$ cat src/sdrgc_params.svh
// constants for the sdram geometry and refresh configuration slice
// assumes a 32-bit avalon-mm slave with byte addresses, one core clock
`ifndef SDRGC_PARAMS_SVH
`define SDRGC_PARAMS_SVH

// register byte offsets
`define SDRGC_OFS_SDRAM_CONFIG 4'h0
`define SDRGC_OFS_REFRESH_CONTROL 4'h4
`define SDRGC_OFS_SELF_REFRESH 4'h8
`define SDRGC_OFS_STATUS 4'hC

// sdram_config field positions
`define SDRGC_BANK_LSB 5
`define SDRGC_BANK_MSB 6
`define SDRGC_CS_BIT 3
`define SDRGC_PAGE_LSB 0
`define SDRGC_PAGE_MSB 1

// refresh_control field positions
`define SDRGC_INHIBIT_BIT 31
`define SDRGC_INTERVAL_LSB 0
`define SDRGC_INTERVAL_MSB 15

// reset values
`define SDRGC_RST_BANK 2'h0
`define SDRGC_RST_CS 1'h0
`define SDRGC_RST_PAGE 2'h0
`define SDRGC_RST_INHIBIT 1'h1
`define SDRGC_RST_INTERVAL 16'h0000

// page geometry: least column address width
`define SDRGC_MIN_COL_BITS 4'h8

`endif

$ cat src/sdrgc_pkg.sv
// types shared by the sdram geometry and refresh configuration slice
// assumes sdrgc_params.svh holds every numeric constant
package sdrgc_pkg;

  // self-refresh handshake toward the command scheduler
  typedef enum logic [1:0] {
    SR_AWAKE,
    SR_ENTERING,
    SR_ASLEEP,
    SR_LEAVING
  } sdrgc_sr_state_t;

endpackage

$ cat src/sdrgc_config.sv
// sdram geometry, chip-select and refresh configuration registers
// assumes an avalon-mm master on core_clk and a scheduler that accepts
// initStart, refreshReq and the self-refresh handshake
`include "sdrgc_params.svh"

// How it works
// - bank field 1,2,3 means 2,4,8 banks
// - bank field 0 means one bank
// - bank field write restarts initialization
// - chip select bit picks one or two selects
// - reserved bits read zero, writes ignored
// - page field gives 256..2048 words, 8..11 column bits
// - page field write restarts initialization
// - a page word is one device width
// - inhibit bit defers init and skips refresh only
// - refresh every refresh_interval memory clocks
// - software enters and leaves self-refresh
module sdrgc_config
  import sdrgc_pkg::*;
(
  input wire logic core_clk,
  input wire logic rst,
  // avalon-mm slave
  input wire logic [3:0] address,
  input wire logic read,
  input wire logic write,
  input wire logic [31:0] writedata,
  input wire logic [3:0] byteenable,
  output logic [31:0] readdata,
  output logic waitrequest,
  // memory clock enable and device data width
  input wire logic memClkEn,
  input wire logic deviceX16,
  // access address from the scheduler, in device words
  input wire logic accessValid,
  input wire logic [31:0] accessAddr,
  // self-refresh handshake
  input wire logic selfRefreshAck,
  output logic selfRefreshReq,
  // geometry toward the scheduler
  output logic initStart,
  output logic refreshReq,
  output logic [3:0] bankCount,
  output logic [3:0] colAddrBits,
  output logic [12:0] pageBytes,
  output logic [2:0] bankAddr,
  output logic [10:0] colAddr,
  output logic [15:0] rowAddr,
  output logic chip_sel_0_n,
  output logic chip_sel_1_n
);

  // number of column address bits for a page-size code
  function automatic logic [3:0] colBitsOf(input logic [1:0] page);
    colBitsOf = `SDRGC_MIN_COL_BITS + {2'b00, page};
  endfunction

  logic [1:0] bankField_q; // internal_bank_count
  logic chipSelCount_q; // chip_select_count
  logic [1:0] pageField_q; // column_page_size
  logic initRefreshInhibit_q; // init_refresh_inhibit
  logic [15:0] refreshInterval_q; // refresh_interval
  logic selfRefreshCmd_q; // software wish to sleep
  logic ack_q; // bus answer phase
  logic initPending_q; // init asked while inhibited
  sdrgc_sr_state_t srState_q; // self-refresh handshake state
  logic busReq; // a request is on the bus
  logic wrTaken; // write takes effect this edge
  logic geomWrite; // write hits bank or page fields
  logic [31:0] rdValue; // read mux
  logic [3:0] bankBits; // bank address width
  logic [31:0] shifted; // address after column bits
  logic [31:0] afterBank; // address after bank bits
  logic [1:0] csSelect; // per-select enable

  // one wait cycle then answer; request held by the master meanwhile
  assign busReq = read || write;
  assign waitrequest = busReq && !ack_q;
  assign wrTaken = write && ack_q;
  // any write to the low byte of sdram_config touches bank and page fields
  assign geomWrite = wrTaken && (address == `SDRGC_OFS_SDRAM_CONFIG) && byteenable[0];

  // answer phase toggles so every request gets exactly one wait cycle
  always_ff @(posedge core_clk or posedge rst)
  begin
    if (rst)
      ack_q <= 1'b0;
    else
      ack_q <= busReq && !ack_q;
  end

  // sdram_config geometry fields
  always_ff @(posedge core_clk or posedge rst)
  begin
    if (rst)
    begin
      bankField_q <= `SDRGC_RST_BANK;
      chipSelCount_q <= `SDRGC_RST_CS;
      pageField_q <= `SDRGC_RST_PAGE;
    end
    else if (geomWrite)
    begin
      // reserved bits 4 and 2 have no storage
      bankField_q <= writedata[`SDRGC_BANK_MSB:`SDRGC_BANK_LSB];
      chipSelCount_q <= writedata[`SDRGC_CS_BIT];
      pageField_q <= writedata[`SDRGC_PAGE_MSB:`SDRGC_PAGE_LSB];
    end
  end

  // refresh_control fields, per byte lane
  always_ff @(posedge core_clk or posedge rst)
  begin
    if (rst)
    begin
      initRefreshInhibit_q <= `SDRGC_RST_INHIBIT;
      refreshInterval_q <= `SDRGC_RST_INTERVAL;
    end
    else if (wrTaken && (address == `SDRGC_OFS_REFRESH_CONTROL))
    begin
      if (byteenable[3])
        initRefreshInhibit_q <= writedata[`SDRGC_INHIBIT_BIT];
      if (byteenable[0])
        refreshInterval_q[7:0] <= writedata[7:0];
      if (byteenable[1])
        refreshInterval_q[15:8] <= writedata[15:8];
    end
  end

  // software self-refresh command
  always_ff @(posedge core_clk or posedge rst)
  begin
    if (rst)
      selfRefreshCmd_q <= 1'b0;
    else if (wrTaken && (address == `SDRGC_OFS_SELF_REFRESH) && byteenable[0])
      selfRefreshCmd_q <= writedata[0];
  end

  // init restart: pulse now, or remember it until inhibit is cleared
  always_ff @(posedge core_clk or posedge rst)
  begin
    if (rst)
    begin
      initStart <= 1'b0;
      initPending_q <= 1'b0;
    end
    else
    begin
      // inhibit suppresses the sequence but keeps the request for later
      initStart <= (geomWrite || initPending_q) && !initRefreshInhibit_q;
      if (geomWrite && initRefreshInhibit_q)
        initPending_q <= 1'b1;
      else if (!initRefreshInhibit_q)
        initPending_q <= 1'b0;
    end
  end

  // self-refresh handshake; the scheduler acknowledges entry and exit
  always_ff @(posedge core_clk or posedge rst)
  begin
    if (rst)
      srState_q <= SR_AWAKE;
    else
    begin
      case (srState_q)
        SR_AWAKE:
          if (selfRefreshCmd_q)
            srState_q <= SR_ENTERING;
        SR_ENTERING:
          if (selfRefreshAck)
            srState_q <= SR_ASLEEP;
        SR_ASLEEP:
          if (!selfRefreshCmd_q)
            srState_q <= SR_LEAVING;
        SR_LEAVING:
          if (!selfRefreshAck)
            srState_q <= SR_AWAKE;
        default: srState_q <= SR_AWAKE;
      endcase
    end
  end

  assign selfRefreshReq = (srState_q == SR_ENTERING) || (srState_q == SR_ASLEEP);

  // register read mux; unmapped addresses read zero
  always_comb
  begin
    rdValue = 32'h0000_0000;
    case (address)
      `SDRGC_OFS_SDRAM_CONFIG:
      begin
        rdValue[`SDRGC_BANK_MSB:`SDRGC_BANK_LSB] = bankField_q;
        rdValue[`SDRGC_CS_BIT] = chipSelCount_q;
        rdValue[`SDRGC_PAGE_MSB:`SDRGC_PAGE_LSB] = pageField_q;
      end
      `SDRGC_OFS_REFRESH_CONTROL:
      begin
        rdValue[`SDRGC_INHIBIT_BIT] = initRefreshInhibit_q;
        rdValue[`SDRGC_INTERVAL_MSB:`SDRGC_INTERVAL_LSB] = refreshInterval_q;
      end
      `SDRGC_OFS_SELF_REFRESH:
        rdValue[0] = selfRefreshCmd_q;
      `SDRGC_OFS_STATUS:
      begin
        rdValue[0] = (srState_q == SR_ASLEEP);
        rdValue[1] = initPending_q;
      end
      default: rdValue = 32'h0000_0000;
    endcase
  end

  // read data captured in the wait cycle, valid at the answer edge
  always_ff @(posedge core_clk or posedge rst)
  begin
    if (rst)
      readdata <= 32'h0000_0000;
    else if (read && !ack_q)
      readdata <= rdValue;
  end

  // geometry decode: bank field 0 is one bank, 1..3 double each step
  assign bankBits = {2'b00, bankField_q};

  // static geometry outputs, registered
  always_ff @(posedge core_clk or posedge rst)
  begin
    if (rst)
    begin
      bankCount <= 4'h1;
      colAddrBits <= `SDRGC_MIN_COL_BITS;
      pageBytes <= 13'h0100;
    end
    else
    begin
      bankCount <= 4'(4'h1 << bankBits);
      colAddrBits <= colBitsOf(pageField_q);
      // a page word is one device wide: x8 one byte, x16 two
      pageBytes <= 13'(13'h0001 << (colBitsOf(pageField_q) + {3'b000, deviceX16}));
    end
  end

  // split a word address into column, bank, select and row
  assign shifted = accessAddr >> colBitsOf(pageField_q);
  assign afterBank = shifted >> bankBits;

  // address fields registered so they line up with the chip selects
  always_ff @(posedge core_clk or posedge rst)
  begin
    if (rst)
    begin
      colAddr <= 11'h000;
      bankAddr <= 3'h0;
      rowAddr <= 16'h0000;
    end
    else if (accessValid)
    begin
      colAddr <= accessAddr[10:0] & 11'(~(11'h7FF << colBitsOf(pageField_q)));
      bankAddr <= shifted[2:0] & 3'(~(3'h7 << bankBits));
      // second select takes one address bit above the banks
      rowAddr <= chipSelCount_q ? afterBank[16:1] : afterBank[15:0];
    end
  end

  // which select an access uses
  assign csSelect[0] = !chipSelCount_q || !afterBank[0];
  assign csSelect[1] = chipSelCount_q && afterBank[0];

  // active-low chip selects, one flop each
  logic [1:0] chipSelN_q;
  genvar gi;
  generate
    for (gi = 0; gi < 2; gi = gi + 1)
    begin : g_cs
      always_ff @(posedge core_clk or posedge rst)
      begin
        if (rst)
          chipSelN_q[gi] <= 1'b1;
        else
          chipSelN_q[gi] <= !(accessValid && csSelect[gi]);
      end
    end
  endgenerate

  assign chip_sel_0_n = chipSelN_q[0];
  assign chip_sel_1_n = chipSelN_q[1];

  // auto-refresh timer; self-refresh holds it reloaded, a new init restarts it
  sdrgc_refresh_timer u_refresh_timer (
    .core_clk(core_clk),
    .rst(rst),
    .memClkEn(memClkEn),
    .refreshInterval(refreshInterval_q),
    .refreshInhibit(initRefreshInhibit_q || selfRefreshReq),
    .restart(initStart),
    .refreshReq(refreshReq)
  );

endmodule

$ cat src/sdrgc_refresh_timer.sv
// auto-refresh interval timer
// assumes memClkEn pulses once per memory clock, on core_clk
module sdrgc_refresh_timer
  import sdrgc_pkg::*;
(
  input wire logic core_clk,
  input wire logic rst,
  input wire logic memClkEn,
  input wire logic [15:0] refreshInterval,
  input wire logic refreshInhibit,
  input wire logic restart,
  output logic refreshReq
);

  // cycles left until the next auto-refresh
  logic [15:0] count_q;

  // reload on expiry or restart, count down once per memory clock
  always_ff @(posedge core_clk or posedge rst)
  begin
    if (rst)
    begin
      count_q <= 16'h0000;
    end
    else if (restart || refreshInhibit)
    begin
      // while inhibited the counter sits loaded, so release starts a full interval
      count_q <= refreshInterval;
    end
    else if (memClkEn)
    begin
      if (count_q <= 16'h0001)
      begin
        count_q <= refreshInterval;
      end
      else
      begin
        count_q <= count_q - 16'h0001;
      end
    end
  end

  // one-cycle request on expiry; a zero interval never asks for refresh
  always_ff @(posedge core_clk or posedge rst)
  begin
    if (rst)
    begin
      refreshReq <= 1'b0;
    end
    else
    begin
      refreshReq <= memClkEn && !restart && !refreshInhibit && (refreshInterval != 16'h0000)
        && (count_q <= 16'h0001);
    end
  end

endmodule
$ cat config.mk
export PLATFORM = sky130hd
export DESIGN_NAME = sdrgc_config
export DESIGN_NICKNAME = d
export VERILOG_FILES = /design/src/sdrgc_pkg.sv /design/src/sdrgc_config.sv /design/src/sdrgc_refresh_timer.sv
export VERILOG_INCLUDE_DIRS = /design/src /design/src/src
export SDC_FILE = /design/constraint.sdc
export NUM_CORES = 1
export LEC_CHECK = 0
export BUFFER_PORTS_ARGS = -buffer_cell sky130_fd_sc_hd__buf_2
export CORE_UTILIZATION = 42
export CTS_CLUSTER_DIAMETER = 60
export DETAILED_ROUTE_END_ITERATION = 10
export GPL_ROUTABILITY_DRIVEN = 0
export PLACE_DENSITY = 0.75
export SLEW_MARGIN = 20
export SYNTH_ARGS = -nofsm -noshare
export SYNTH_HDL_FRONTEND = slang
export SYNTH_HIERARCHICAL = 1
export SYNTH_SLANG_ARGS = --single-unit
$ cat constraint.sdc
create_clock -name core_clk -period 3.4 [get_ports core_clk]
set_input_delay 1.02 -clock core_clk [delete_from_list [all_inputs] [get_ports core_clk]]
set_output_delay 1.02 -clock core_clk [all_outputs]
set_load 0.05 [all_outputs]
---- Word level (Yosys, flattened, before mapping) ----
Cells that the tools add are included.
W data, S select, Z words.
cells by class
  reductions and logical operators ........ 39
  $lt $le $gt $ge ......................... 1
  equality and inequality tests ........... 11
  shift-type cells ........................ 6
  bitwise gates (word level) .............. 4
  $add $sub $neg .......................... 3
  mux-type cells .......................... 19
operator list
  operator                 count
  $mux W16                 4
  $shr A32 B2 Y17          1
  $shr A32 B4 Y32          1
  $logic_and A1 B1 Y1      17
  $le A16 B1 Y1 const B    1
  $reduce_bool A16 Y1      1
  $sub A16 B1 Y16 const B  1
  $shl A1 B4 Y13 const A   1
  $and A11 B11 Y11         1
  $not A11 Y11             1
  $shl A11 B4 Y11 const A  1
  $mux W9                  1
  $eq A4 B4 Y1 const B     2
  $logic_not A1 Y1         8
  $mux W2                  4
  $ne A2 B2 Y1 const B     4
  $pmux W2 S4              1
  $logic_or A1 B1 Y1       6
  $reduce_and A2 Y1        3
  $mux W1                  5
  $add A4 B1 Y4            1
  $add A4 B2 Y4 const A    1
  $eq A2 B2 Y1 const B     2
  $eq A4 B3 Y1 const B     1
  14 further kinds         14
word-level totals
  input port bits ......................... 80
  register bits after elaboration ......... 115
  output and inout port bits .............. 89

---- Depth between registers and ports, before layout ----
  word-level depth ........................ 7
  depth in mapped cells ................... 9
  gate-level depth less buffers ........... 7

---- Modules after synthesis ----
Netlist, hierarchy kept.
modules (own cells, without submodules)
  module               cells an instance  seq. area each (µm²)  instances  area each (µm²)
  sdrgc_config         431                2208.4                1          4773.3
  sdrgc_refresh_timer  138                425.4                 1          1206.2

---- Least setup slack after synthesis ----
No wires, ideal clock.
  path kind ............................... in2out
  start ................................... in write
  end ..................................... out waitrequest
  path buffers ............................ 0
  arrival ................................. 1.717 ns
  path slack .............................. 0.663 ns
  stages .................................. 2
  path through ............................ nor2_1 -> nor2_1
on the way
  cells in the longest elaborated chain, start to end .. 2
ends and longest elaborated chain
  what                 RTL line            RTL
  start, declared      sdrgc_config.sv:26  input wire logic write,
  $logic_or A1 B1 Y1   sdrgc_config.sv:77  assign busReq = read || write;
  $logic_and A1 B1 Y1  sdrgc_config.sv:78  assign waitrequest = busReq && !ack_q;
  end, declared        sdrgc_config.sv:30  output logic waitrequest,
Every way passes these cells.

---- Worst setup path after layout ----
Ends and elaborated chain as after synthesis.

==> qor_table.md <==
| Quantity | Value | Unit |
|:---|:---|:---|
| Outcome | complete, no violations | - |
| Number of enable flip-flop cells after synthesis | 0 | - |
| Number of hold violations in the final report | 0 | - |
| Clock Sink Count | 105 | - |
| Wire per inst | 16.8 | µm |
| Number of primary I/O pins | 169 | - |
| Full die area | 14700 | µm² |
| Root buffer cell | sky130_fd_sc_hd__clkbuf_16 | - |
| Worst hold path depth | 2 | - |
| Number of antenna cells inserted | 0 | - |
| Post-synthesis cell type count | 57 | - |
| Most instantiated flip-flop cell in the synthesis netlist | sky130_fd_sc_hd__dfrtp_1 | - |
| Iter 0 DRT Violations | 289 | - |
| TritonCTS clock tree | built | - |
| Via count normalized by instance count | 5.63 | - |
| Number of nets with antenna violations after routing | 0 | - |
| Max-capacitance violation count | 0 | - |
| Area post-placement | 6660 | µm² |
| Register-to-Register Setup Slack | 830 | ps |
| GRT overflow | 0 | - |
| Library cell contributing the largest single delay on the critical path | sky130_fd_sc_hd__buf_2 | - |
| Pwr/cell area | 723 | nW/µm² |
| Number of buffers inserted for hold repair after clock tree synthesis | 0 | - |
| Fmax | 376 | MHz |
| CP top delay family | buffers and inverters | - |
| Maximum fanout along the worst path | 5 | - |
| Unrepaired setup endpoints after global routing | no | - |
| Arrival time reported for the critical path endpoint | 1640 | ps |
| Post-route DRC | 0 | - |
| Worst rel slew slack | 37.0 | % |
| Total wirelength of the detailed-routed design | 14500 | µm |
| WP buf/inv | 2 | - |
| Final instance area | 6940 | µm² |
| Syn-to-layout area delta | 16.0 | % |
| Width of the die | 121 | µm |
| Site row count | 43 | - |
| Number of gates resized after CTS | 0 | - |
| Port-buffer cells | 126 | - |
| Post-CTS Setup Inserts | 0 | - |
| Area inside the core boundary | 13900 | µm² |
| Post-synthesis cell count | 569 | - |
| Synthesis Warnings | 6 | - |
| Path depth of the worst reg2reg path | 8 | - |
| Detailed Place HPWL | 10800 | µm |
| CP required | 2380 | ps |
| Ordered list of cells on the worst path | buf_2 -> nor2_1 -> nor2_1 -> buf_2 | - |
| Largest net degree at the start of global routing | 50 | - |
| Class of the worst hold path | flip-flop to flip-flop | - |
| Worst hold slack after final layout | 485 | ps |
| Leakage power | 3.35 | nW |
| Starting density of the core | 43.1 | % |
| Reg-to-Reg End | u_refresh_timer/count_q[6] | - |
| Critical path origin | write | - |
| Combined area of all synthesized cells | 5980 | µm² |
| Post-route minimum period | 2660 | ps |
| Initial antenna violation count | 0 | - |
| Final Setup Violations | 0 | - |
| Initial DRT Pass Iterations | 5 | - |
| Launching element type of the critical path | input pin | - |
| Mean Syn Cell Area | 10.5 | µm² |
| Class of the most critical setup path | input pin to output pin | - |
| Number of global-route vias before repair | 4681 | - |
| Share of final-layout standard cells stronger than drive strength 1 | 31.1 | % |
| Filler instances | 1258 | - |
| #FFs+latches synth | 105 | - |
| Global-route wire length before repair | 23100 | µm |
| Clock Tree Buf Depth | 2 | - |
| Final worst-path cycle share | 78.1 | % |
| Fraction of registers with async set/reset | 100 | % |
| Final setup TNS | 0 | ps |
| CTS clock-pin slew for the worst setup and hold paths | 80 | ps |
| Die Y-Extent | 121 | µm |
| Critical hold path startpoint | readdata[12] | - |
| Clock skew after layout | 14.9 | ps |
| CTS HTree Levels | 3 | - |
| Worst hold endpoint | readdata[12] | - |
| Type of destination of the critical path | output pin | - |
| Worst vdd rail ir drop | 0.465 | mV |
| Total routing usage reported by global routing | 20.3 | % |
| Transition time at the pin with the least slew margin | 944 | ps |
| Slew Limit Fails | 0 | - |
| Overall power | 0.00502 | W |
| Number of CTS-inserted buffers | 9 | - |
| Delay of the slowest cell on the worst path | 290 | ps |
| Seq/Total Area, Yosys | 44.0 | % |
| Total via count in the routed design | 4870 | - |
| Clock Latency Late Sink | 350 | ps |
| Critical R2R Launch | srState_q[0] | - |
| Number of nets in the layout | 768 | - |
==> synth_stat cells, types with 9 or more instances <==
cell type / n / area share (%)
sky130_fd_sc_hd__dfrtp_1: 100 / 42
sky130_fd_sc_hd__nand2_1: 59 / 3.7
sky130_fd_sc_hd__mux2i_1: 46 / 7.7
sky130_fd_sc_hd__a22oi_1: 40 / 5.0
sky130_fd_sc_hd__mux2_2: 35 / 6.6
sky130_fd_sc_hd__o21ai_0: 28 / 2.3
sky130_fd_sc_hd__buf_4: 25 / 3.1
sky130_fd_sc_hd__nor2b_1: 22 / 2.3
sky130_fd_sc_hd__clkbuf_1: 17 / 1.1
sky130_fd_sc_hd__inv_1: 17 / 1.1
sky130_fd_sc_hd__nor2_1: 16 / 1.0
sky130_fd_sc_hd__a221o_1: 15 / 2.5
sky130_fd_sc_hd__buf_2: 13 / 1.1
sky130_fd_sc_hd__nor4_1: 10 / 1.0
sky130_fd_sc_hd__a21oi_1: 9 / 0.75
==> logic make-up (layout without fill, tap and decap cells) <==
family / count (synthesis) / in the layout / synth area share (%)
adders and majority gates: 8 / 8 / 1.67
buffers and inverters: 78 / 171 / 7.26
and+or+nand+nor: 168 / 168 / 15.3
other: 2 / 25 / 0.126
DFF: 105 / 105 / 44.0
muxes: 89 / 89 / 17.2
AOI/OAI and AO/OA: 119 / 119 / 14.5
==> power breakdown <==
part | total [W] | internal, W | switching, W
Sequential | 0.00176 | 0.00151 | 0.000251
Combinational | 0.00225 | 0.000827 | 0.00143
Clock | 0.00101 | 0.000514 | 0.000492
==> routing by layer <==
layer	GRT usage, %	vias to the layer above	share of wire (%)
li1	-	2265	-
met1	24.4	2387	42
met2	34.0	188	48
met3	5.55	30	6.4
met4	8.87	0	3.2
met5	0	-	0
==> registers in the layout, indices dropped and copies added, names as in the netlist, 2 cells and up <==
signal and count:
rowAddr 16, bankField_q 2, pageField_q 2, pageBytes 5, colAddr 11, bankCount 4
colAddrBits 2, u_refresh_timer/count_q 16, srState_q 2, refreshInterval_q 16, bankAddr 3, readdata 17
==> worst reg2reg max path: cells and delay by family, from the launching register on <==
kind / cells / cell delay [ps]
buffers and inverters: 2 / 250
AO/OA/AOI/OAI: 1 / 230
adder cells (fa/ha/maj): 1 / 360
AND/OR/NAND/NOR: 4 / 1220
flip-flops: 1 / 390
==> worst max-delay path by stage <==
stage                                            end  cells after the start
after floorplan                                ack_q                      1
after global placement                bankField_q[0]                      4
after detailed placement              bankField_q[0]                      4
after CTS                                waitrequest                      4
after global routing      u_refresh_timer/count_q[3]                      8
final                                    waitrequest                      4
==> through the flow <==
stage | util (%) | std cells | setup WS (ps)
floorplan | - | 592 | 110
global route | 50.0 | 865 | 668
CTS | 50.0 | 865 | 759
detailed placement | 47.9 | 849 | 641
finish | 50.0 | 865 | 743
global placement | 47.9 | 849 | 696
==> cells in the final DEF (no fill, tap or decap), types with 2 or more instances in the layout <==
cell type,count
sky130_fd_sc_hd__a211o_1,6
sky130_fd_sc_hd__buf_4,11
sky130_fd_sc_hd__mux4_2,7
sky130_fd_sc_hd__dfstp_2,5
sky130_fd_sc_hd__ha_1,8
sky130_fd_sc_hd__or3_1,7
sky130_fd_sc_hd__nor3_1,8
sky130_fd_sc_hd__or2_2,2
sky130_fd_sc_hd__o21ai_0,28
sky130_fd_sc_hd__nand2b_1,2
sky130_fd_sc_hd__dfrtp_1,100
sky130_fd_sc_hd__and4_1,3
sky130_fd_sc_hd__nand3_1,7
sky130_fd_sc_hd__mux2i_1,46
sky130_fd_sc_hd__buf_2,126
sky130_fd_sc_hd__nor2b_1,22
sky130_fd_sc_hd__a31oi_1,2
sky130_fd_sc_hd__mux2_2,35
sky130_fd_sc_hd__or4_4,2
sky130_fd_sc_hd__a22oi_1,40
sky130_fd_sc_hd__nand4_1,2
sky130_fd_sc_hd__nand2_1,59
sky130_fd_sc_hd__clkbuf_16,9
sky130_fd_sc_hd__a221o_1,15
sky130_fd_sc_hd__nor2_1,16
sky130_fd_sc_hd__o211ai_1,3
sky130_fd_sc_hd__and3_1,8
sky130_fd_sc_hd__a21oi_1,9
sky130_fd_sc_hd__nor4_1,10
sky130_fd_sc_hd__inv_6,4
sky130_fd_sc_hd__a32o_1,2
sky130_fd_sc_hd__or4_1,3
sky130_fd_sc_hd__a22o_1,6
sky130_fd_sc_hd__inv_1,16
sky130_fd_sc_hd__and2_1,3
sky130_fd_sc_hd__nor3b_1,5
sky130_fd_sc_hd__conb_1,25
==> layout make-up <==
type / instances / area [µm²] / share of cell area, %
multi-input combinational: 409 / 3000 / 43.2
timing repair buffer: 138 / 733 / 10.6
tap: 180 / 225 / 3.25
sequential: 105 / 2630 / 38.0
clock buffer: 10 / 229 / 3.30
clock inverter: 6 / 53.8 / 0.775
inverter: 17 / 65.1 / 0.938
Power figures use the tool's default switching activity.
